<file path="src/bdp_pkg.sv">
// Constants, field layouts and types shared by the byte dot product and
// float-to-integer datapath and its register front end.
// Assumes a single processor clock and a 32-bit APB register bus.

package bdp_pkg;

	// ==========================================================
	// Register map, byte addresses
	localparam int unsigned ADDR_W      = 8;
	localparam logic [7:0]  OFS_SRC1    = 8'h00;
	localparam logic [7:0]  OFS_SRC2    = 8'h04;
	localparam logic [7:0]  OFS_GUARD   = 8'h08;
	localparam logic [7:0]  OFS_ISSUE   = 8'h0C;
	localparam logic [7:0]  OFS_DEST    = 8'h10;
	localparam logic [7:0]  OFS_PSW     = 8'h14;
	localparam logic [7:0]  OFS_STATUS  = 8'h18;

	// ==========================================================
	// Issue word fields
	localparam int unsigned ISS_OP_LSB  = 0;
	localparam int unsigned ISS_OP_W    = 8;
	localparam int unsigned ISS_SLOT_LSB = 8;
	localparam int unsigned ISS_SLOT_W  = 3;
	localparam int unsigned ISS_GUARD_BIT = 11;
	localparam logic [7:0]  OPC_DOT_US  = 8'h5B;
	localparam logic [7:0]  OPC_CVT     = 8'h79;
	localparam logic [7:0]  OPC_CVT_FLG = 8'h7A;
	// Bit n-1 set means slot n may issue the operation.
	localparam logic [4:0]  SLOTS_DSPMUL = 5'h06;
	localparam logic [4:0]  SLOTS_FALU  = 5'h09;
	localparam int unsigned OP_LATENCY  = 3;

	// ==========================================================
	// Processor status word fields
	localparam int unsigned FLAG_W      = 6;
	localparam int unsigned FLAG_INX    = 1;
	localparam int unsigned FLAG_INV    = 4;
	localparam int unsigned FLAG_FTZ    = 5;
	localparam int unsigned RMODE_LSB   = 8;
	localparam logic [5:0]  FLAG_RST    = 6'h00;
	localparam logic [1:0]  RMODE_RST   = 2'h0;
	localparam int unsigned STAT_BUSY   = 0;
	localparam int unsigned STAT_REFUSED = 1;
	localparam logic [31:0] INT_MAX     = 32'h7FFFFFFF;
	localparam logic [31:0] INT_MIN     = 32'h80000000;

	typedef enum logic [1:0] {
		BDP_RM_NEAREST = 2'h0,
		BDP_RM_ZERO    = 2'h1,
		BDP_RM_POS     = 2'h2,
		BDP_RM_NEG     = 2'h3
	} bdp_rmode_t;

	typedef enum logic [2:0] {
		BDP_OP_DOT = 3'h1,
		BDP_OP_CVT = 3'h2,
		BDP_OP_FLG = 3'h4
	} bdp_op_t;

endpackage : bdp_pkg

</file>
<file path="src/bdp_dot_unit.sv">
// Four-lane unsigned-by-signed byte multiply and sum.
// Purely combinational; the caller registers the result.
`timescale 1ns/1ps

module bdp_dot_unit #(
	parameter int LANES = 4
) (
	input  wire logic [8*LANES-1:0] src_u,
	input  wire logic [8*LANES-1:0] src_s,
	output logic      [31:0]        sum
);

	if (LANES < 1 || LANES > 8)
	begin : g_check
		$error("bdp_dot_unit: LANES must be 1 to 8");
	end

	logic signed [16:0] prod [LANES];

	// ==========================================================
	// Lane products
	for (genvar i = 0; i < LANES; i++)
	begin : g_lane
		assign prod[i] = $signed({1'b0, src_u[8*i +: 8]}) * $signed(src_s[8*i +: 8]);
	end

	// ==========================================================
	// Full-precision sum
	always_comb
	begin
		sum = 32'h00000000;
		for (int i = 0; i < LANES; i++)
		begin
			sum = sum + 32'(prod[i]);
		end
	end

endmodule : bdp_dot_unit

</file>
<file path="src/bdp_float_to_int.sv">
// Single-precision float to signed 32-bit integer with selectable rounding.
// Combinational; also reports the exception vector in status word layout.
`timescale 1ns/1ps

module bdp_float_to_int (
	input  wire logic [31:0] value,
	input  wire logic [1:0]  rmode,
	output logic      [31:0] result,
	output logic      [5:0]  flags
);

	always_comb
	begin
		logic        sgn;
		logic [7:0]  ex;
		logic [22:0] man;
		logic [63:0] q;
		logic [31:0] ipart;
		logic [31:0] mag;
		logic        half;
		logic        rest;
		logic        inc;
		logic        inexact;
		sgn     = value[31];
		ex      = value[30:23];
		man     = value[22:0];
		q       = 64'h0000000000000000;
		ipart   = 32'h00000000;
		mag     = 32'h00000000;
		half    = 1'b0;
		rest    = 1'b0;
		inc     = 1'b0;
		inexact = 1'b0;
		result  = 32'h00000000;
		flags   = bdp_pkg::FLAG_RST;
		if (ex == 8'hFF)
		begin
			flags[bdp_pkg::FLAG_INV] = 1'b1;
			if (man == 23'h000000)
				result = sgn ? bdp_pkg::INT_MIN : bdp_pkg::INT_MAX;
		end
		else if (ex == 8'h00)
		begin
			flags[bdp_pkg::FLAG_FTZ] = (man != 23'h000000);
		end
		else if (ex >= 8'h9E)
		begin
			// Magnitude of two to the 31 or more; only minus two to the 31 fits.
			if (sgn && ex == 8'h9E && man == 23'h000000)
				result = bdp_pkg::INT_MIN;
			else
			begin
				result = sgn ? bdp_pkg::INT_MIN : bdp_pkg::INT_MAX;
				flags[bdp_pkg::FLAG_INV] = 1'b1;
			end
		end
		else
		begin
			if (ex >= 8'h7F)
			begin
				q     = {40'h0000000000, 1'b1, man} << (ex - 8'h76);
				ipart = {1'b0, q[62:32]};
				half  = q[31];
				rest  = |q[30:0];
			end
			else
			begin
				half = (ex == 8'h7E);
				rest = !(ex == 8'h7E && man == 23'h000000);
			end
			inexact = half | rest;
			unique case (bdp_pkg::bdp_rmode_t'(rmode))
				bdp_pkg::BDP_RM_NEAREST: inc = half & (rest | ipart[0]);
				bdp_pkg::BDP_RM_ZERO:    inc = 1'b0;
				bdp_pkg::BDP_RM_POS:     inc = inexact & ~sgn;
				bdp_pkg::BDP_RM_NEG:     inc = inexact & sgn;
			endcase
			mag = ipart + {31'h00000000, inc};
			if (mag[31] && (!sgn || mag[30:0] != 31'h00000000))
			begin
				result = sgn ? bdp_pkg::INT_MIN : bdp_pkg::INT_MAX;
				flags[bdp_pkg::FLAG_INV] = 1'b1;
			end
			else
			begin
				result = sgn ? (32'h00000000 - mag) : mag;
				flags[bdp_pkg::FLAG_INX] = inexact;
			end
		end
	end

endmodule : bdp_float_to_int

</file>
<file path="src/bdp_core.sv">
// Byte dot product and float-to-integer execution datapath behind an APB slave.
// Assumes an APB master on the same clock; operands, guard and the status
// word are registers, and a write of an allowed opcode and slot to the issue register starts an operation.
//
// Decided for this implementation: the APB register port and the address map.
`timescale 1ns/1ps

module bdp_core #(
	parameter int LATENCY = bdp_pkg::OP_LATENCY
) (
	input  wire logic        clock,
	input  wire logic        rst_n,
	input  wire logic        psel,
	input  wire logic        penable,
	input  wire logic        pwrite,
	input  wire logic [7:0]  paddr,
	input  wire logic [31:0] pwdata,
	output logic      [31:0] prdata,
	output logic             pready,
	output logic             pslverr
);

	if (LATENCY < 2 || LATENCY > 8)
	begin : g_check
		$error("bdp_core: LATENCY must be 2 to 8");
	end

	typedef struct packed {
		logic [31:0]               src1;
		logic [31:0]               src2;
		logic [31:0]               guard;
		logic [31:0]               issue_word;
		logic [31:0]               dest;
		logic [5:0]                flags;
		logic [1:0]                rmode;
		logic                      refused;
		logic [LATENCY-1:0]        vld;
		logic [LATENCY-1:0][2:0]   kind;
		logic [LATENCY-1:0]        gd;
		logic [LATENCY-1:0][31:0]  res;
		logic [LATENCY-1:0][5:0]   fl;
		logic                      pready;
		logic                      pslverr;
		logic [31:0]               prdata;
	} bdp_core_state_t;

	localparam bdp_core_state_t ST_RST = '{
		flags:   bdp_pkg::FLAG_RST,
		rmode:   bdp_pkg::RMODE_RST,
		default: '0
	};

	// ==========================================================
	// Reset release
	logic            rst_meta_n;
	logic            rst_sync_n;
	bdp_core_state_t st;
	bdp_core_state_t next_st;

	always_ff @(posedge clock or negedge rst_n)
	begin
		if (!rst_n)
		begin
			rst_meta_n <= 1'b0;
			rst_sync_n <= 1'b0;
		end
		else
		begin
			rst_meta_n <= 1'b1;
			rst_sync_n <= rst_meta_n;
		end
	end

	// ==========================================================
	// Decode helpers
	function automatic logic addr_mapped(input logic [7:0] a);
		addr_mapped = (a == bdp_pkg::OFS_SRC1)  || (a == bdp_pkg::OFS_SRC2) ||
		              (a == bdp_pkg::OFS_GUARD) || (a == bdp_pkg::OFS_ISSUE) ||
		              (a == bdp_pkg::OFS_DEST)  || (a == bdp_pkg::OFS_PSW) ||
		              (a == bdp_pkg::OFS_STATUS);
	endfunction : addr_mapped

	// Returns the operation kind, or zero when opcode or slot is not allowed.
	function automatic logic [2:0] op_decode(input logic [31:0] w);
		logic [7:0] opc;
		logic [2:0] slot;
		logic [4:0] slot_bit;
		opc      = w[bdp_pkg::ISS_OP_LSB +: bdp_pkg::ISS_OP_W];
		slot     = w[bdp_pkg::ISS_SLOT_LSB +: bdp_pkg::ISS_SLOT_W];
		slot_bit = (slot >= 3'h1 && slot <= 3'h5) ? (5'h01 << (slot - 3'h1)) : 5'h00;
		op_decode = 3'h0;
		if (opc == bdp_pkg::OPC_DOT_US && (slot_bit & bdp_pkg::SLOTS_DSPMUL) != 5'h00)
			op_decode = bdp_pkg::BDP_OP_DOT;
		else if (opc == bdp_pkg::OPC_CVT && (slot_bit & bdp_pkg::SLOTS_FALU) != 5'h00)
			op_decode = bdp_pkg::BDP_OP_CVT;
		else if (opc == bdp_pkg::OPC_CVT_FLG && (slot_bit & bdp_pkg::SLOTS_FALU) != 5'h00)
			op_decode = bdp_pkg::BDP_OP_FLG;
	endfunction : op_decode

	// ==========================================================
	// Execution units
	logic [31:0] dot_sum;
	logic [31:0] cvt_res;
	logic [5:0]  cvt_fl;

	bdp_dot_unit #(
		.LANES (4)
	) u_dot (
		.src_u (st.src1),
		.src_s (st.src2),
		.sum   (dot_sum)
	);

	bdp_float_to_int u_cvt (
		.value  (st.src1),
		.rmode  (st.rmode),
		.result (cvt_res),
		.flags  (cvt_fl)
	);

	// ==========================================================
	// Bus, issue, pipeline and write-back
	logic        acc_first;
	logic        take;
	logic        wr_take;
	logic        issue;
	logic [2:0]  issue_kind;
	logic        issue_guard;
	logic        psw_wr;
	logic        wb_vld;
	logic [2:0]  wb_kind;
	logic [5:0]  flag_upd;

	always_comb
	begin
		next_st     = st;
		acc_first   = psel & penable & ~st.pready;
		take        = psel & penable & st.pready;
		wr_take     = take & pwrite & addr_mapped(paddr);
		issue_kind  = op_decode(pwdata);
		issue       = wr_take && paddr == bdp_pkg::OFS_ISSUE && issue_kind != 3'h0;
		// no guard requested, or else the guard register's low bit
		issue_guard = !pwdata[bdp_pkg::ISS_GUARD_BIT] || st.guard[0];
		psw_wr      = wr_take && paddr == bdp_pkg::OFS_PSW;
		wb_vld      = st.vld[LATENCY-1];
		wb_kind     = st.kind[LATENCY-1];

		// One wait state: data and error are set up in the first access cycle.
		next_st.pready  = acc_first;
		next_st.pslverr = acc_first & ~addr_mapped(paddr);
		if (acc_first)
		begin
			next_st.prdata = 32'h00000000;
			if (!pwrite)
			begin
				unique case (paddr)
					bdp_pkg::OFS_SRC1:   next_st.prdata = st.src1;
					bdp_pkg::OFS_SRC2:   next_st.prdata = st.src2;
					bdp_pkg::OFS_GUARD:  next_st.prdata = st.guard;
					bdp_pkg::OFS_ISSUE:  next_st.prdata = st.issue_word;
					bdp_pkg::OFS_DEST:   next_st.prdata = st.dest;
					bdp_pkg::OFS_PSW:
						next_st.prdata = {22'h000000, st.rmode, 2'h0, st.flags};
					bdp_pkg::OFS_STATUS:
					begin
						next_st.prdata[bdp_pkg::STAT_BUSY]    = |st.vld;
						next_st.prdata[bdp_pkg::STAT_REFUSED] = st.refused;
					end
					default:             next_st.prdata = 32'h00000000;
				endcase
			end
		end

		if (wr_take)
		begin
			unique case (paddr)
				bdp_pkg::OFS_SRC1:  next_st.src1  = pwdata;
				bdp_pkg::OFS_SRC2:  next_st.src2  = pwdata;
				bdp_pkg::OFS_GUARD: next_st.guard = pwdata;
				bdp_pkg::OFS_ISSUE: next_st.issue_word = pwdata;
				bdp_pkg::OFS_PSW:
					next_st.rmode = pwdata[bdp_pkg::RMODE_LSB +: 2];
				default:            next_st.issue_word = st.issue_word;
			endcase
		end

		// Refused issues are sticky until a one is written to the status bit.
		next_st.refused = st.refused;
		if (wr_take && paddr == bdp_pkg::OFS_STATUS && pwdata[bdp_pkg::STAT_REFUSED])
			next_st.refused = 1'b0;
		if (wr_take && paddr == bdp_pkg::OFS_ISSUE && issue_kind == 3'h0)
			next_st.refused = 1'b1;

		// Stage 0 captures the unit outputs; later stages only delay them.
		for (int i = LATENCY - 1; i > 0; i--)
		begin
			next_st.vld[i]  = st.vld[i-1];
			next_st.kind[i] = st.kind[i-1];
			next_st.gd[i]   = st.gd[i-1];
			next_st.res[i]  = st.res[i-1];
			next_st.fl[i]   = st.fl[i-1];
		end
		next_st.vld[0]  = issue;
		next_st.kind[0] = issue_kind;
		next_st.gd[0]   = issue_guard;
		next_st.fl[0]   = cvt_fl;
		unique case (issue_kind)
			bdp_pkg::BDP_OP_DOT: next_st.res[0] = dot_sum;
			bdp_pkg::BDP_OP_CVT: next_st.res[0] = cvt_res;
			// exception vector in status word layout
			bdp_pkg::BDP_OP_FLG: next_st.res[0] = {26'h0000000, cvt_fl};
			default:             next_st.res[0] = 32'h00000000;
		endcase

		if (wb_vld && st.gd[LATENCY-1])
			next_st.dest = st.res[LATENCY-1];

		// only a guarded conversion contributes flags at write-back
		flag_upd = 6'h00;
		if (wb_vld && st.gd[LATENCY-1] && wb_kind == bdp_pkg::BDP_OP_CVT)
			flag_upd = st.fl[LATENCY-1];
		// sticky OR, set wins over explicit write
		next_st.flags = (psw_wr ? pwdata[bdp_pkg::FLAG_W-1:0] : st.flags) | flag_upd;
	end

	always_ff @(posedge clock or negedge rst_sync_n)
	begin
		if (!rst_sync_n)
			st <= ST_RST;
		else
			st <= next_st;
	end

	assign prdata  = st.prdata;
	assign pready  = st.pready;
	assign pslverr = st.pslverr;

	logic src1_denorm;
	assign src1_denorm = st.src1[30:23] == 8'h00 && st.src1[22:0] != 23'h000000;

	logic src1_nan;
	assign src1_nan = st.src1[30:23] == 8'hFF && st.src1[22:0] != 23'h000000;

	// The destination changes LATENCY edges after the issue edge and is sampled one tick later.
	localparam int WB_DLY = LATENCY + 1;
endmodule : bdp_core

</file>
<file path="config.mk">
export PLATFORM = sky130hd
export DESIGN_NAME = bdp_core
export DESIGN_NICKNAME = d
export VERILOG_FILES = /design/src/bdp_pkg.sv /design/src/bdp_dot_unit.sv /design/src/bdp_float_to_int.sv /design/src/bdp_core.sv
export SDC_FILE = /design/constraint.sdc
export NUM_CORES = 1
export LEC_CHECK = 0
export BUFFER_PORTS_ARGS = -buffer_cell sky130_fd_sc_hd__buf_2
export CAP_MARGIN = 30
export CORE_MARGIN = 5
export CORE_UTILIZATION = 40
export DETAILED_ROUTE_END_ITERATION = 10
export GPL_TIMING_DRIVEN = 0
export HOLD_SLACK_MARGIN = 0.12
export MAX_ROUTING_LAYER = met4
export SLEW_MARGIN = 20
export SYNTH_ARGS = -nofsm -noshare
export SYNTH_HDL_FRONTEND = slang
export SYNTH_HIERARCHICAL = 1
export SYNTH_SLANG_ARGS = --single-unit
</file>
<file path="constraint.sdc">
create_clock -name clock -period 12.8 [get_ports clock]
set_input_delay 0 -clock clock [delete_from_list [all_inputs] [get_ports clock]]
set_output_delay 0 -clock clock [all_outputs]
set_load 0.05 [all_outputs]
</file>
Word-level counts from Yosys, hierarchy flattened. Cells that the tools add are included.

Register bits after elaboration: 325. Input port bits: 45.

$add $sub $neg: 7. Multiply operators: 4. $lt $le $gt $ge: 4. Eq/ne operators: 19. Shift operators: 2. Mux-type cells: 47. Bitwise gates (word level): 15. Reduce and logical (&&, ||, !) cells: 45.

Operator list (number): $mux 32 (12); $pmux 30 s6 (1); $pmux 32 s3 (1); $mul 9x8->17 (4); $add 32x32->32 (2); $shl 24x8->63 (1); $add 32x1->32 (1); $eq 8x7->1 const B (4); $sub 1x32->32 const A (1); $mux 31 (1); $reduce_bool 31->1 (1); $reduce_or 31->1 (1); $eq 8x5->1 const B (3); $mux 1 (24); $logic_not 23->1 (1); $reduce_bool 23->1 (1); $add 17x17->18 (1); $eq 8x4->1 const B (2); $eq 8x8->1 const B (2); $logic_and 1x1->1 (16); $logic_not 8->1 (2); $pmux 2 s7 (1); $mux 6 (2); $reduce_and 2->1 (5); other kinds (28) (53).

Depth between registers and ports, before layout. Gate-level depths: netlist of the first run.

Depth after elaboration: 22. Mapped depth: 30.

Hierarchy. Netlist of the first run, hierarchy kept.

By module, submodules not included: bdp_core (instances 1, cells each 871, area an instance 12961.2 µm², sequential area each 8358.0 µm²); bdp_dot_unit (instances 1, cells each 1079, area an instance 9932.0 µm², sequential area each 0.0 µm²); bdp_float_to_int (instances 1, cells each 724, area an instance 5226.3 µm², sequential area each 0.0 µm²).

Worst setup path before layout of the first run. Ideal clock, no wire load.

Path kind: register -> register. Start point: reg st[321] (netlist name). End point: reg st, in the netlist next_st[104]. Arrival: 6.956 ns. Data required time: 12.734 ns. Path slack: 5.777 ns. Stages on the path, launching flop included: 23. Cell sequence: dfrtp_1 and2_1 fa_1 inv_1 fa_1 fa_1 inv_1 fa_1 fa_1 fa_1 fa_1 inv_1 fa_1 inv_1 ha_1 nand3_1 o221ai_2 a31oi_4 nor4b_1 nor3_1 xnor2_1 buf_4 a22o_1.

RTL lines: from (decl) (RTL line bdp_core.sv:57) `bdp_core_state_t st;`; from (signal assigned) (RTL line bdp_core.sv:231) `st <= next_st;`.

==> summary.txt, run 1 <==
Power
  • Peak VDD IR: 0.08126 mV
  • Comb pwr share: 4.9%
  • P_leak: 15.19 nW
  • Sequential power share: 49.6%
  • Sw Pwr: 0.4881 mW
  • PwrDens: 68.50 nW/um^2
  • Sw frac: 22.65%
  • Cell Int Power: 1.667 mW
  • Clk pwr share: 45.5%

Synth
  • Yosys reg bits: 334
  • Synth top area cells: dfrtp_1 (30%), fa_1 (17%), mux2_2 (7.1%)
  • Sequential area share after synthesis: 29.72%
  • Mapped cell area: 28,120 um^2
  • Yosys warning total: 6
  • Cell accounting for the most synthesized area: dfrtp_1
  • Async set-reset flop share out of synthesis: 100.0%
  • Top_reg_cell synth: dfrtp_1
  • Netlist cell types: 118
  • Post-synthesis cell count: 2,674
  • Syn avg cell area: 10.52 um^2
  • Post-synth EDFFs: 0
  • Share of the synthesized area in the top cell type: 29.72%

Setup path
  • Worst EP arrival: 9.22 ns
  • CP max FO: 18
  • CP Capture Type: register
  • Crit Path Class: register to register
  • Crit-path leading delay family: simple AND/OR/NAND/NOR gates
  • Worst stage delay on the critical path: 0.83 ns
  • R2R depth: 28
  • Critical path destination: next_st[109]
  • Buffer and inverter count on the worst path: 4
  • Worst path slowest cell: dfrtp_1
  • CP Depth: 28
  • R2R Setup Slk: 3.99 ns
  • Setup crit start: st[325]
  • R2r startpoint: st[325]
  • Worst Path Required: 13.20 ns
  • Startpoint class of the critical path: register
  • R2r endpoint: next_st[109]
  • Cell mode on critical path: clkbuf_1

Clock tree
  • Clock sinks: 334
  • Clk_lat worst skew: 0.52 ns
  • Clock-pin slew on the worst setup and hold paths: 0.06 ns
  • CTS tree: built
  • CTS Buf Count: 34
  • CTS root buffer: clkbuf_16
  • Htree depth: 2
  • Post-CTS setup buffer count: 0
  • CTS max path bufs: 3

Finish
  • Fillers: 6,621
  • Fin area: 31,470 um^2
  • Fin nets: 3,281
  • Proportion of layout cells with a drive suffix above 1: 17.34%
  • Final core occ: 45.01%
  • Layout area overhead: 11.90%

GRT
  • Number of global-route vias before repair: 21,940
  • First-pass GRT wire length: 138,000 um
  • Grt total ovfl: 0
  • All-Layer GR Usage: 24.40%
  • Largest net degree at the start of global routing: 63
  • Initial antenna violation count: 2

Floorplanning
  • Die Width: 275.1 um
  • Starting density of the core: 40.22%
  • Die outline height: 275.1 um
  • Die area: 75,700 um^2
  • # IOs: 79
  • Num rows: 97
  • Core box area: 69,910 um^2

Timing
  • RSZ-0062 raised after global routing: no
  • Final period utilization: 68.85%
  • Min cycle time layout: 8.812 ns
  • Final setup viols: 0
  • Final Hold Fails: 0
  • Fmax: 0.1135 GHz
  • Measured slew at the worst slew-check pin: 1.018 ns
  • Worst-case clock skew: 0.02079 ns
  • Max-slew violations: 0
  • Max-slew headroom: 32.11%

Route
  • Detail Route Antenna Nets: 0
  • Pre-antenna DRT Iters: 5
  • DR vias: 21,080
  • Vias/cell: 5.535
  • Final wirelength: 90,120 um
  • Detailed-route wire length per cell: 23.66 um
  • DR DRC count: 0
  • Initial drt markers: 1,633

Place
  • DP Area: 29,880 um^2
  • Gpl congestion: 0.9835
  • Detail Placement HPWL: 72,310 um
  • Port Buffers: 74

Outcome
  • Status: complete, no violations

Run
  • Total of max-cap violations: 0

Hold path
  • Hold WC Path Type: input port to register
-- cell usage after synthesis, types with 15 or more instances --
master	n
nor4_1	18
nand3_1	32
o2bb2ai_1	18
mux2i_1	66
mux2_2	178
mux4_2	23
buf_4	48
nor3_1	38
nor2b_1	15
a22oi_1	26
a22o_1	41
fa_1	234
a21oi_1	66
dfrtp_1	334
and2_1	160
inv_1	357
nand2_1	180
ha_1	157
buf_2	23
o31ai_1	16
nor2_1	101
a32oi_1	16
o21ai_0	72
xnor2_1	49
clkbuf_1	53
xor2_1	20
nand2b_1	28
-- sequential cells by signal, indices dropped and copies added, names as in the netlist --
register,count
rst_meta_n,1
pready,1
pslverr,1
rst_sync_n,1
wb_kind,3
prdata,32
next_st,86
st,209
-- power by group through the flow --
stage / Clock (mW) / Sequential, mW / Combinational, mW
floorplan: 0 / 1.10 / 0.0377
global placement: 0 / 1.11 / 0.0701
detailed placement: 0 / 1.09 / 0.0955
CTS: 0.996 / 1.07 / 0.106
global route: 1.04 / 1.07 / 0.116
finish: 0.980 / 1.07 / 0.106
-- through the flow --
| step | std cells | hold slack (ns) | setup slack [ns] | power (mW) | setup TNS [ns] |
|---|---|---|---|---|---|
| 3_3_place_gp | 3690 | -0.2142 | -0.1338 | 1.176 | -38.32 |
| 5_1_grt | 3807 | 0.2013 | 3.437 | 2.221 | 0 |
| 3_5_place_dp | 3702 | -0.2114 | 4.196 | 1.184 | 0 |
| 6_report | 3808 | 0.1791 | 3.988 | 2.155 | 0 |
| 2_1_floorplan | 2676 | -0.2956 | 2.802 | 1.137 | 0 |
| 4_1_cts | 3805 | 0.1456 | 4.168 | 2.172 | 0 |
-- placed cells by master, fill, tap and decap left out, types with 26 or more instances in the layout --
master         netlist  routed
mux2i_1             66      66
fa_1               234     234
nand2b_1            28      28
xnor2_1             49      48
ha_1               157     157
clkbuf_16            0      34
nand2_1            180     180
nor2_1             101     101
buf_2               23     101
a21oi_1             66      66
buf_4               48      51
nor3_1              38      38
a22oi_1             26      26
nand3_1             32      32
o21ai_0             72      72
clkbuf_1            53      58
dlygate4sd3_1        1      46
and2_1             160     160
inv_1              357     357
mux2_2             178     178
dfrtp_1            334     333
a22o_1              41      41
-- repair_timing --
| item | 4_1_cts | 5_1_grt |
|---|---|---|
| hold buffers | 45 | 0 |
| endpoints found under the hold margin | 149 | 0 |
| resized for setup | 0 | 0 |
-- cells by family (layout without fill, tap and decap cells) --
family / Yosys count / count (layout) / synth area share, %
flops: 334 / 334 / 29.72
xor+xnor: 71 / 71 / 2.265
simple gates: 685 / 685 / 13.43
fa+ha+maj: 391 / 391 / 23.65
buf+inv: 514 / 705 / 8.312
mux: 283 / 283 / 12.33
other cells: 2 / 5 / 0.02671
compound gates: 394 / 394 / 10.26
-- layout make-up --
cell class	count	area, um^2	area share (%)
multi-input cells	1828	17450	55.46
plain buffers	157	997.2	3.169
clock buffers	45	952.2	3.026
flip-flops and latches	334	8362	26.57
clock inverters	13	166.4	0.5288
well taps	940	1176	3.738
repair buffers	133	1018	3.237
inverters	357	1340	4.259
diodes	1	2.502	0.007953
-- tightest hold or removal path: cells and delay by family --
kind / cells / cell delay, ns
AO/OA/AOI/OAI: 2 / 0.47
buffers and inverters: 2 / 0.19
-- per-layer routing --
metal	part of all wire [%]	global-route usage [%]	wire length, um
met4	3.1	6.525	2779
met1	44	32.79	39970
met5	0	-	0
met3	4.4	2.119	3989
met2	48	40.12	43380
-- how the worst min path moves through the flow --
stage	cells after the start	end	start	slack [ns]
after floorplan	0	rst_meta_n	rst_n	-0.30
after global placement	1	rst_meta_n	rst_n	-0.21
after detailed placement	1	rst_meta_n	rst_n	-0.21
after CTS	4	prdata[13]	paddr[4]	0.15
after global routing	4	prdata[13]	paddr[4]	0.20
final	4	prdata[13]	paddr[4]	0.18
Note: power is estimated with default switching activity, not from simulation.
==> run 2: changes to the inputs <==
==> constraint.sdc (replaced) <==
create_clock -name clock -period 8.7 [get_ports clock]
set_input_delay 0 -clock clock [delete_from_list [all_inputs] [get_ports clock]]
set_output_delay 0 -clock clock [all_outputs]
set_load 0.05 [all_outputs]
==> run 2 against run 1 <==
  * Utilization is 0.072 points higher
  * Critical path type unchanged
  * Worst hold slack worse by 0.062 ns
  * Sequential share of layout area is essentially flat
  * Critical path depth fell by 2
  * Largest cell class unchanged
  * Routed wire length rose by 0.10%
  * Via count about the same
  * Highest routed layer unchanged
==> summary.txt, run 2 (same netlist as run 1, synthesis figures left out) <==
Power
  • Sequential power share: 48.5%
  • Sw Pwr: 0.7396 mW
  • Post-layout total power: 3.242 mW
  • Comb pwr share: 4.8%
  • Clk pwr share: 46.7%
  • Cell Int Power: 2.502 mW
  • PwrDens: 102.9 nW/um^2
  • P_leak: 15.20 nW
  • Peak VDD IR: 0.1239 mV
  • Sw frac: 22.81%

GRT
  • Largest net degree at the start of global routing: 64
  • Met2 Usage GRT: 39.58%
  • Grt total ovfl: 0
  • First-pass GRT wire length: 137,600 um
  • All-Layer GR Usage: 24.41%
  • Global route hottest layer: met2
  • GR Util met3: 2.468%
  • GRT met1 Usage: 32.35%
  • Number of global-route vias before repair: 22,090
  • Initial antenna violation count: 5

Floorplanning
  • Num rows: 97
  • Die Width: 275.1 um
  • Die outline height: 275.1 um
  • # IOs: 79
  • Core box area: 69,910 um^2
  • Die area: 75,700 um^2
  • Starting density of the core: 40.22%

Timing
  • Final hold slack: 0.1170 ns
  • Min cycle time layout: 8.223 ns
  • TNS Setup: 0 ns
  • Fmax: 0.1216 GHz
  • Worst-case clock skew: 0.03118 ns
  • Worst setup margin: 0.4767 ns
  • Measured slew at the worst slew-check pin: 1.047 ns
  • Final period utilization: 94.52%
  • Final setup viols: 0
  • Max-slew violations: 0
  • RSZ-0062 raised after global routing: no
  • Max-slew headroom: 30.20%
  • Final Hold Fails: 0

Clock tree
  • Clk_lat worst skew: 0.55 ns
  • CTS max path bufs: 3
  • Post-CTS setup buffer count: 0
  • CTS root buffer: clkbuf_16
  • CTS tree: built
  • Clock sinks: 334
  • Htree depth: 2
  • CTS Buf Count: 34
  • Clock-pin slew on the worst setup and hold paths: 0.06 ns

Finish
  • Reg area: 8363 um^2
  • Fillers: 6,585
  • Fin nets: 3,275
  • Commonest non-fill, non-tap cell in the layout: inv_1
  • Proportion of layout cells with a drive suffix above 1: 17.45%
  • Most frequent cells in the layout: inv_1 (357), dfrtp_1 (332), fa_1 (234)
  • Fin area: 31,520 um^2
  • Max reg flops: 209
  • Most flop-heavy register: st
  • Layout area overhead: 12.08%
  • Multi-input gate area: 17,470 um^2

Outcome
  • Status: complete, no violations

Setup path
  • CP Capture Type: register
  • R2R depth: 26
  • Crit-path leading delay family: simple AND/OR/NAND/NOR gates
  • CP Depth: 26
  • Buffer and inverter count on the worst path: 3
  • Crit Path Class: register to register
  • CP max FO: 12
  • Worst path slowest cell: dfrtp_1
  • Worst EP arrival: 8.65 ns
  • Worst stage delay on the critical path: 0.59 ns
  • Startpoint class of the critical path: register
  • Worst Path Required: 9.13 ns

Hold path
  • Hold WC Path Type: input port to register
  • Worst hold stages: 4

Route
  • Final wirelength: 90,210 um
  • Vias/cell: 5.538
  • DR DRC count: 0
  • Detailed-route wire length per cell: 23.70 um
  • Initial drt markers: 1,720
  • DR vias: 21,080
  • Detail Route Antenna Nets: 0
  • Pre-antenna DRT Iters: 5

Place
  • Port Buffers: 74
  • Gpl congestion: 0.9939
  • DP Area: 29,890 um^2
  • Detail Placement HPWL: 72,430 um
  • Pre-CTS setup slack: 0.2495 ns

Run
  • Total of max-cap violations: 0
## run 2: per-layer routing
layer | vias up | share of wire [%]
met5 | - | 0
met4 | 0 | 3.7
met3 | 157 | 5.4
met2 | 738 | 48
met1 | 10810 | 43
li1 | 9378 | -
## run 2: power groups by stage
stage	Clock [mW]	Sequential, mW	Combinational, mW
6_report	1.51	1.57	0.155
2_1_floorplan	0	1.62	0.0555
3_5_place_dp	0	1.60	0.140
3_3_place_gp	0	1.63	0.103
5_1_grt	1.60	1.57	0.168
4_1_cts	1.54	1.57	0.155
## run 2: worst reg2reg max path, delay by kind of cell (launching register included)
family / cells / cell delay, ns
adders and majority gates: 3 / 0.81
xor gates and xnor gates: 2 / 0.56
DFF: 1 / 0.59
and+or+nand+nor: 10 / 2.86
buffers and inverters: 3 / 0.91
AOI/OAI and AO/OA: 7 / 1.83
muxes: 1 / 0.56
## run 2: worst paths after layout
kind	start	to	slack, ns
min	paddr[0]	prdata[0]	0.12
max	st[324]	next_st[109]	0.48
max reg2reg	st[324]	next_st[109]	0.48
min reg2reg	rst_sync_n	prdata[1]	0.29
max in group asynchronous	rst_sync_n	next_st[140]	7.13
min in group asynchronous	rst_sync_n	prdata[1]	0.29
## run 2: layout make-up
type	count	share of cell area [%]
multi-input cells	1828	55.44
flip-flops and latches	334	26.54
inverters	357	4.252
well taps	940	3.732
plain buffers	157	3.168
clock buffers	48	3.089
repair buffers	127	3.081
clock inverters	14	0.6908
diodes	1	0.007940
## run 2: stage by stage
| stage | utilization (%) | cells |
|---|---|---|
| after detailed placement | 42.75 | 3701 |
| after global routing | 45.08 | 3806 |
| after global placement | 42.45 | 3690 |
| after CTS | 45.06 | 3805 |
| final | 45.08 | 3806 |
| after floorplan | - | 2676 |
## run 2: timing repair
action,CTS,global route
setup endpoints to repair,0,6
gates resized for setup,0,4
hold endpoints to repair,152,0
hold buffers,42,0
==> run 3: changes to the inputs <==
--- a/config.mk
+++ b/config.mk
@@ -7,6 +7,7 @@
 export LEC_CHECK = 0
 export BUFFER_PORTS_ARGS = -buffer_cell sky130_fd_sc_hd__buf_2
 export CAP_MARGIN = 30
+export CORE_ASPECT_RATIO = 1.25
 export CORE_MARGIN = 5
 export CORE_UTILIZATION = 40
 export DETAILED_ROUTE_END_ITERATION = 10
==> run 3 against run 2 <==
  * Utilization grew 0.46 points
  * Die area hardly changed
  * Largest cell class unchanged
  * Design area rose by 0.57%
  * Critical path type unchanged
==> summary.txt, run 3 (same netlist as run 1, synthesis figures left out) <==
Clock tree
  • Clock sinks: 334
  • Clk_lat worst skew: 0.53 ns
  • Htree depth: 2
  • CTS root buffer: clkbuf_16
  • CTS max path bufs: 3
  • Clock-pin slew on the worst setup and hold paths: 0.06 ns
  • CTS Buf Count: 37
  • Post-CTS setup buffer count: 0
  • CTS tree: built

Route
  • Final wirelength: 91,810 um
  • Pre-antenna DRT Iters: 6
  • Detail Route Antenna Nets: 0
  • Vias/cell: 5.554
  • Initial drt markers: 1,270
  • DR DRC count: 0
  • DR vias: 21,170
  • Detailed-route wire length per cell: 24.09 um

Floorplanning
  • Die outline height: 306.4 um
  • # IOs: 79
  • Starting density of the core: 40.41%
  • Core box area: 69,590 um^2
  • Die Width: 247.1 um
  • Num rows: 108
  • Die area: 75,730 um^2

Setup path
  • Startpoint class of the critical path: register
  • Crit-path leading delay family: simple AND/OR/NAND/NOR gates
  • Crit Path Class: register to register
  • Worst stage delay on the critical path: 0.67 ns
  • Cell mode on critical path: clkbuf_1
  • Worst path slowest cell: dfrtp_1
  • Worst EP arrival: 8.62 ns
  • CP max FO: 11
  • Worst Path Required: 9.09 ns
  • Buffer and inverter count on the worst path: 5
  • CP Capture Type: register

Timing
  • RSZ-0062 raised after global routing: no
  • Fmax: 0.1215 GHz
  • Worst-case clock skew: 0.02575 ns
  • Max-slew violations: 0
  • Final setup viols: 0
  • Min cycle time layout: 8.229 ns
  • Final period utilization: 94.59%
  • Measured slew at the worst slew-check pin: 1.036 ns
  • Final Hold Fails: 0
  • Max-slew headroom: 30.92%

Finish
  • Fin nets: 3,283
  • Reg area: 8364 um^2
  • Layout area overhead: 12.72%
  • Fin area: 31,700 um^2
  • Most flop-heavy register: st
  • Most frequent cells in the layout: inv_1 (357), dfrtp_1 (331), fa_1 (234)
  • Final core occ: 45.54%
  • Multi-input gate area: 17,510 um^2
  • Fillers: 6,482
  • Max reg flops: 209
  • Proportion of layout cells with a drive suffix above 1: 18.12%
  • Commonest non-fill, non-tap cell in the layout: inv_1

Place
  • DP Area: 29,940 um^2
  • Gpl congestion: 0.9465
  • Detail Placement HPWL: 73,290 um
  • Port Buffers: 74

Power
  • Peak VDD IR: 0.1326 mV
  • PwrDens: 104.8 nW/um^2
  • P_leak: 15.27 nW

GRT
  • Grt total ovfl: 0
  • First-pass GRT wire length: 141,200 um
  • Number of global-route vias before repair: 22,450
  • Initial antenna violation count: 4
  • All-Layer GR Usage: 24.96%
  • Largest net degree at the start of global routing: 60

Run
  • Total of max-cap violations: 0

Outcome
  • Status: complete, no violations

Hold path
  • Hold WC Path Type: input port to register
run 3: cell types whose count changed in the layout (fill, tap and decap cells not counted), sizes merged:
cell | before | now
clkinvlp | 0 | 3
dlygate4sd3 | 43 | 45
clkinv | 9 | 10
clkbuf | 111 | 113
buf | 178 | 180
run 3: worst register-to-register path: cells and delay by family, from the launching register on:
kind | cells | cell delay (ns)
simple gates | 11 | 3.28
fa+ha+maj | 2 | 0.42
buf+inv | 5 | 1.52
flops | 1 | 0.67
compound gates | 9 | 2.09
xor+xnor | 1 | 0.14
run 3: per-stage QoR:
step / setup TNS (ns) / hold slack [ns] / worst slack, ns / total power [mW] / cells
final: 0 / 0.1385 / 0.4710 / 3.321 / 3811
after global routing: 0 / 0.1705 / 0.03326 / 3.427 / 3811
after CTS: 0 / 0.1209 / 0.2223 / 3.346 / 3809
after detailed placement: 0 / -0.2124 / 0.02438 / 1.745 / 3698
after global placement: -1.989 / -0.2157 / -0.2095 / 1.731 / 3685
after floorplan: 0 / -0.2956 / 1.677 / 1.673 / 2676
run 3: layout make-up:
cell class                 instances  share of cell area, %
timing repair buffer             133                  3.336
clock buffer                      49                  3.316
buffer                           156                  3.146
tap                              935                  3.691
antenna                            1               0.007895
multi-input combinational       1828                  55.23
inverter                         357                  4.228
sequential                       334                  26.39
clock inverter                    18                 0.6514
run 3: worst paths after layout:
path                       startpoint           end  slack [ns]  cells after the start
hold reg to reg            rst_sync_n  next_st[161]        0.20                      0
min in group asynchronous  rst_sync_n  next_st[161]        0.20                      0
hold / removal               paddr[4]    prdata[31]        0.14                      4
setup / recovery              st[327]  next_st[103]        0.47                     28
setup reg to reg              st[327]  next_st[103]        0.47                     28
max in group asynchronous  rst_sync_n       st[325]        7.15                      4
run 3: timing repair:
action,4_1_cts,5_1_grt
hold buffers,44,0
endpoints found under the hold margin,153,0
resized for setup,1,11
endpoints found under the setup margin,1,12
run 3: per-layer routing:
metal | share of wire, % | track usage, %
met1 | 40 | 30.75
met2 | 51 | 42.81
met3 | 4.6 | 2.431
met4 | 4.6 | 9.046
met5 | 0 | -
run 3: power breakdown:
part	switching, mW	internal (mW)
combinational	0.106	0.0544
clock	0.641	0.948
sequential	0.0104	1.56
total	0.757	2.56
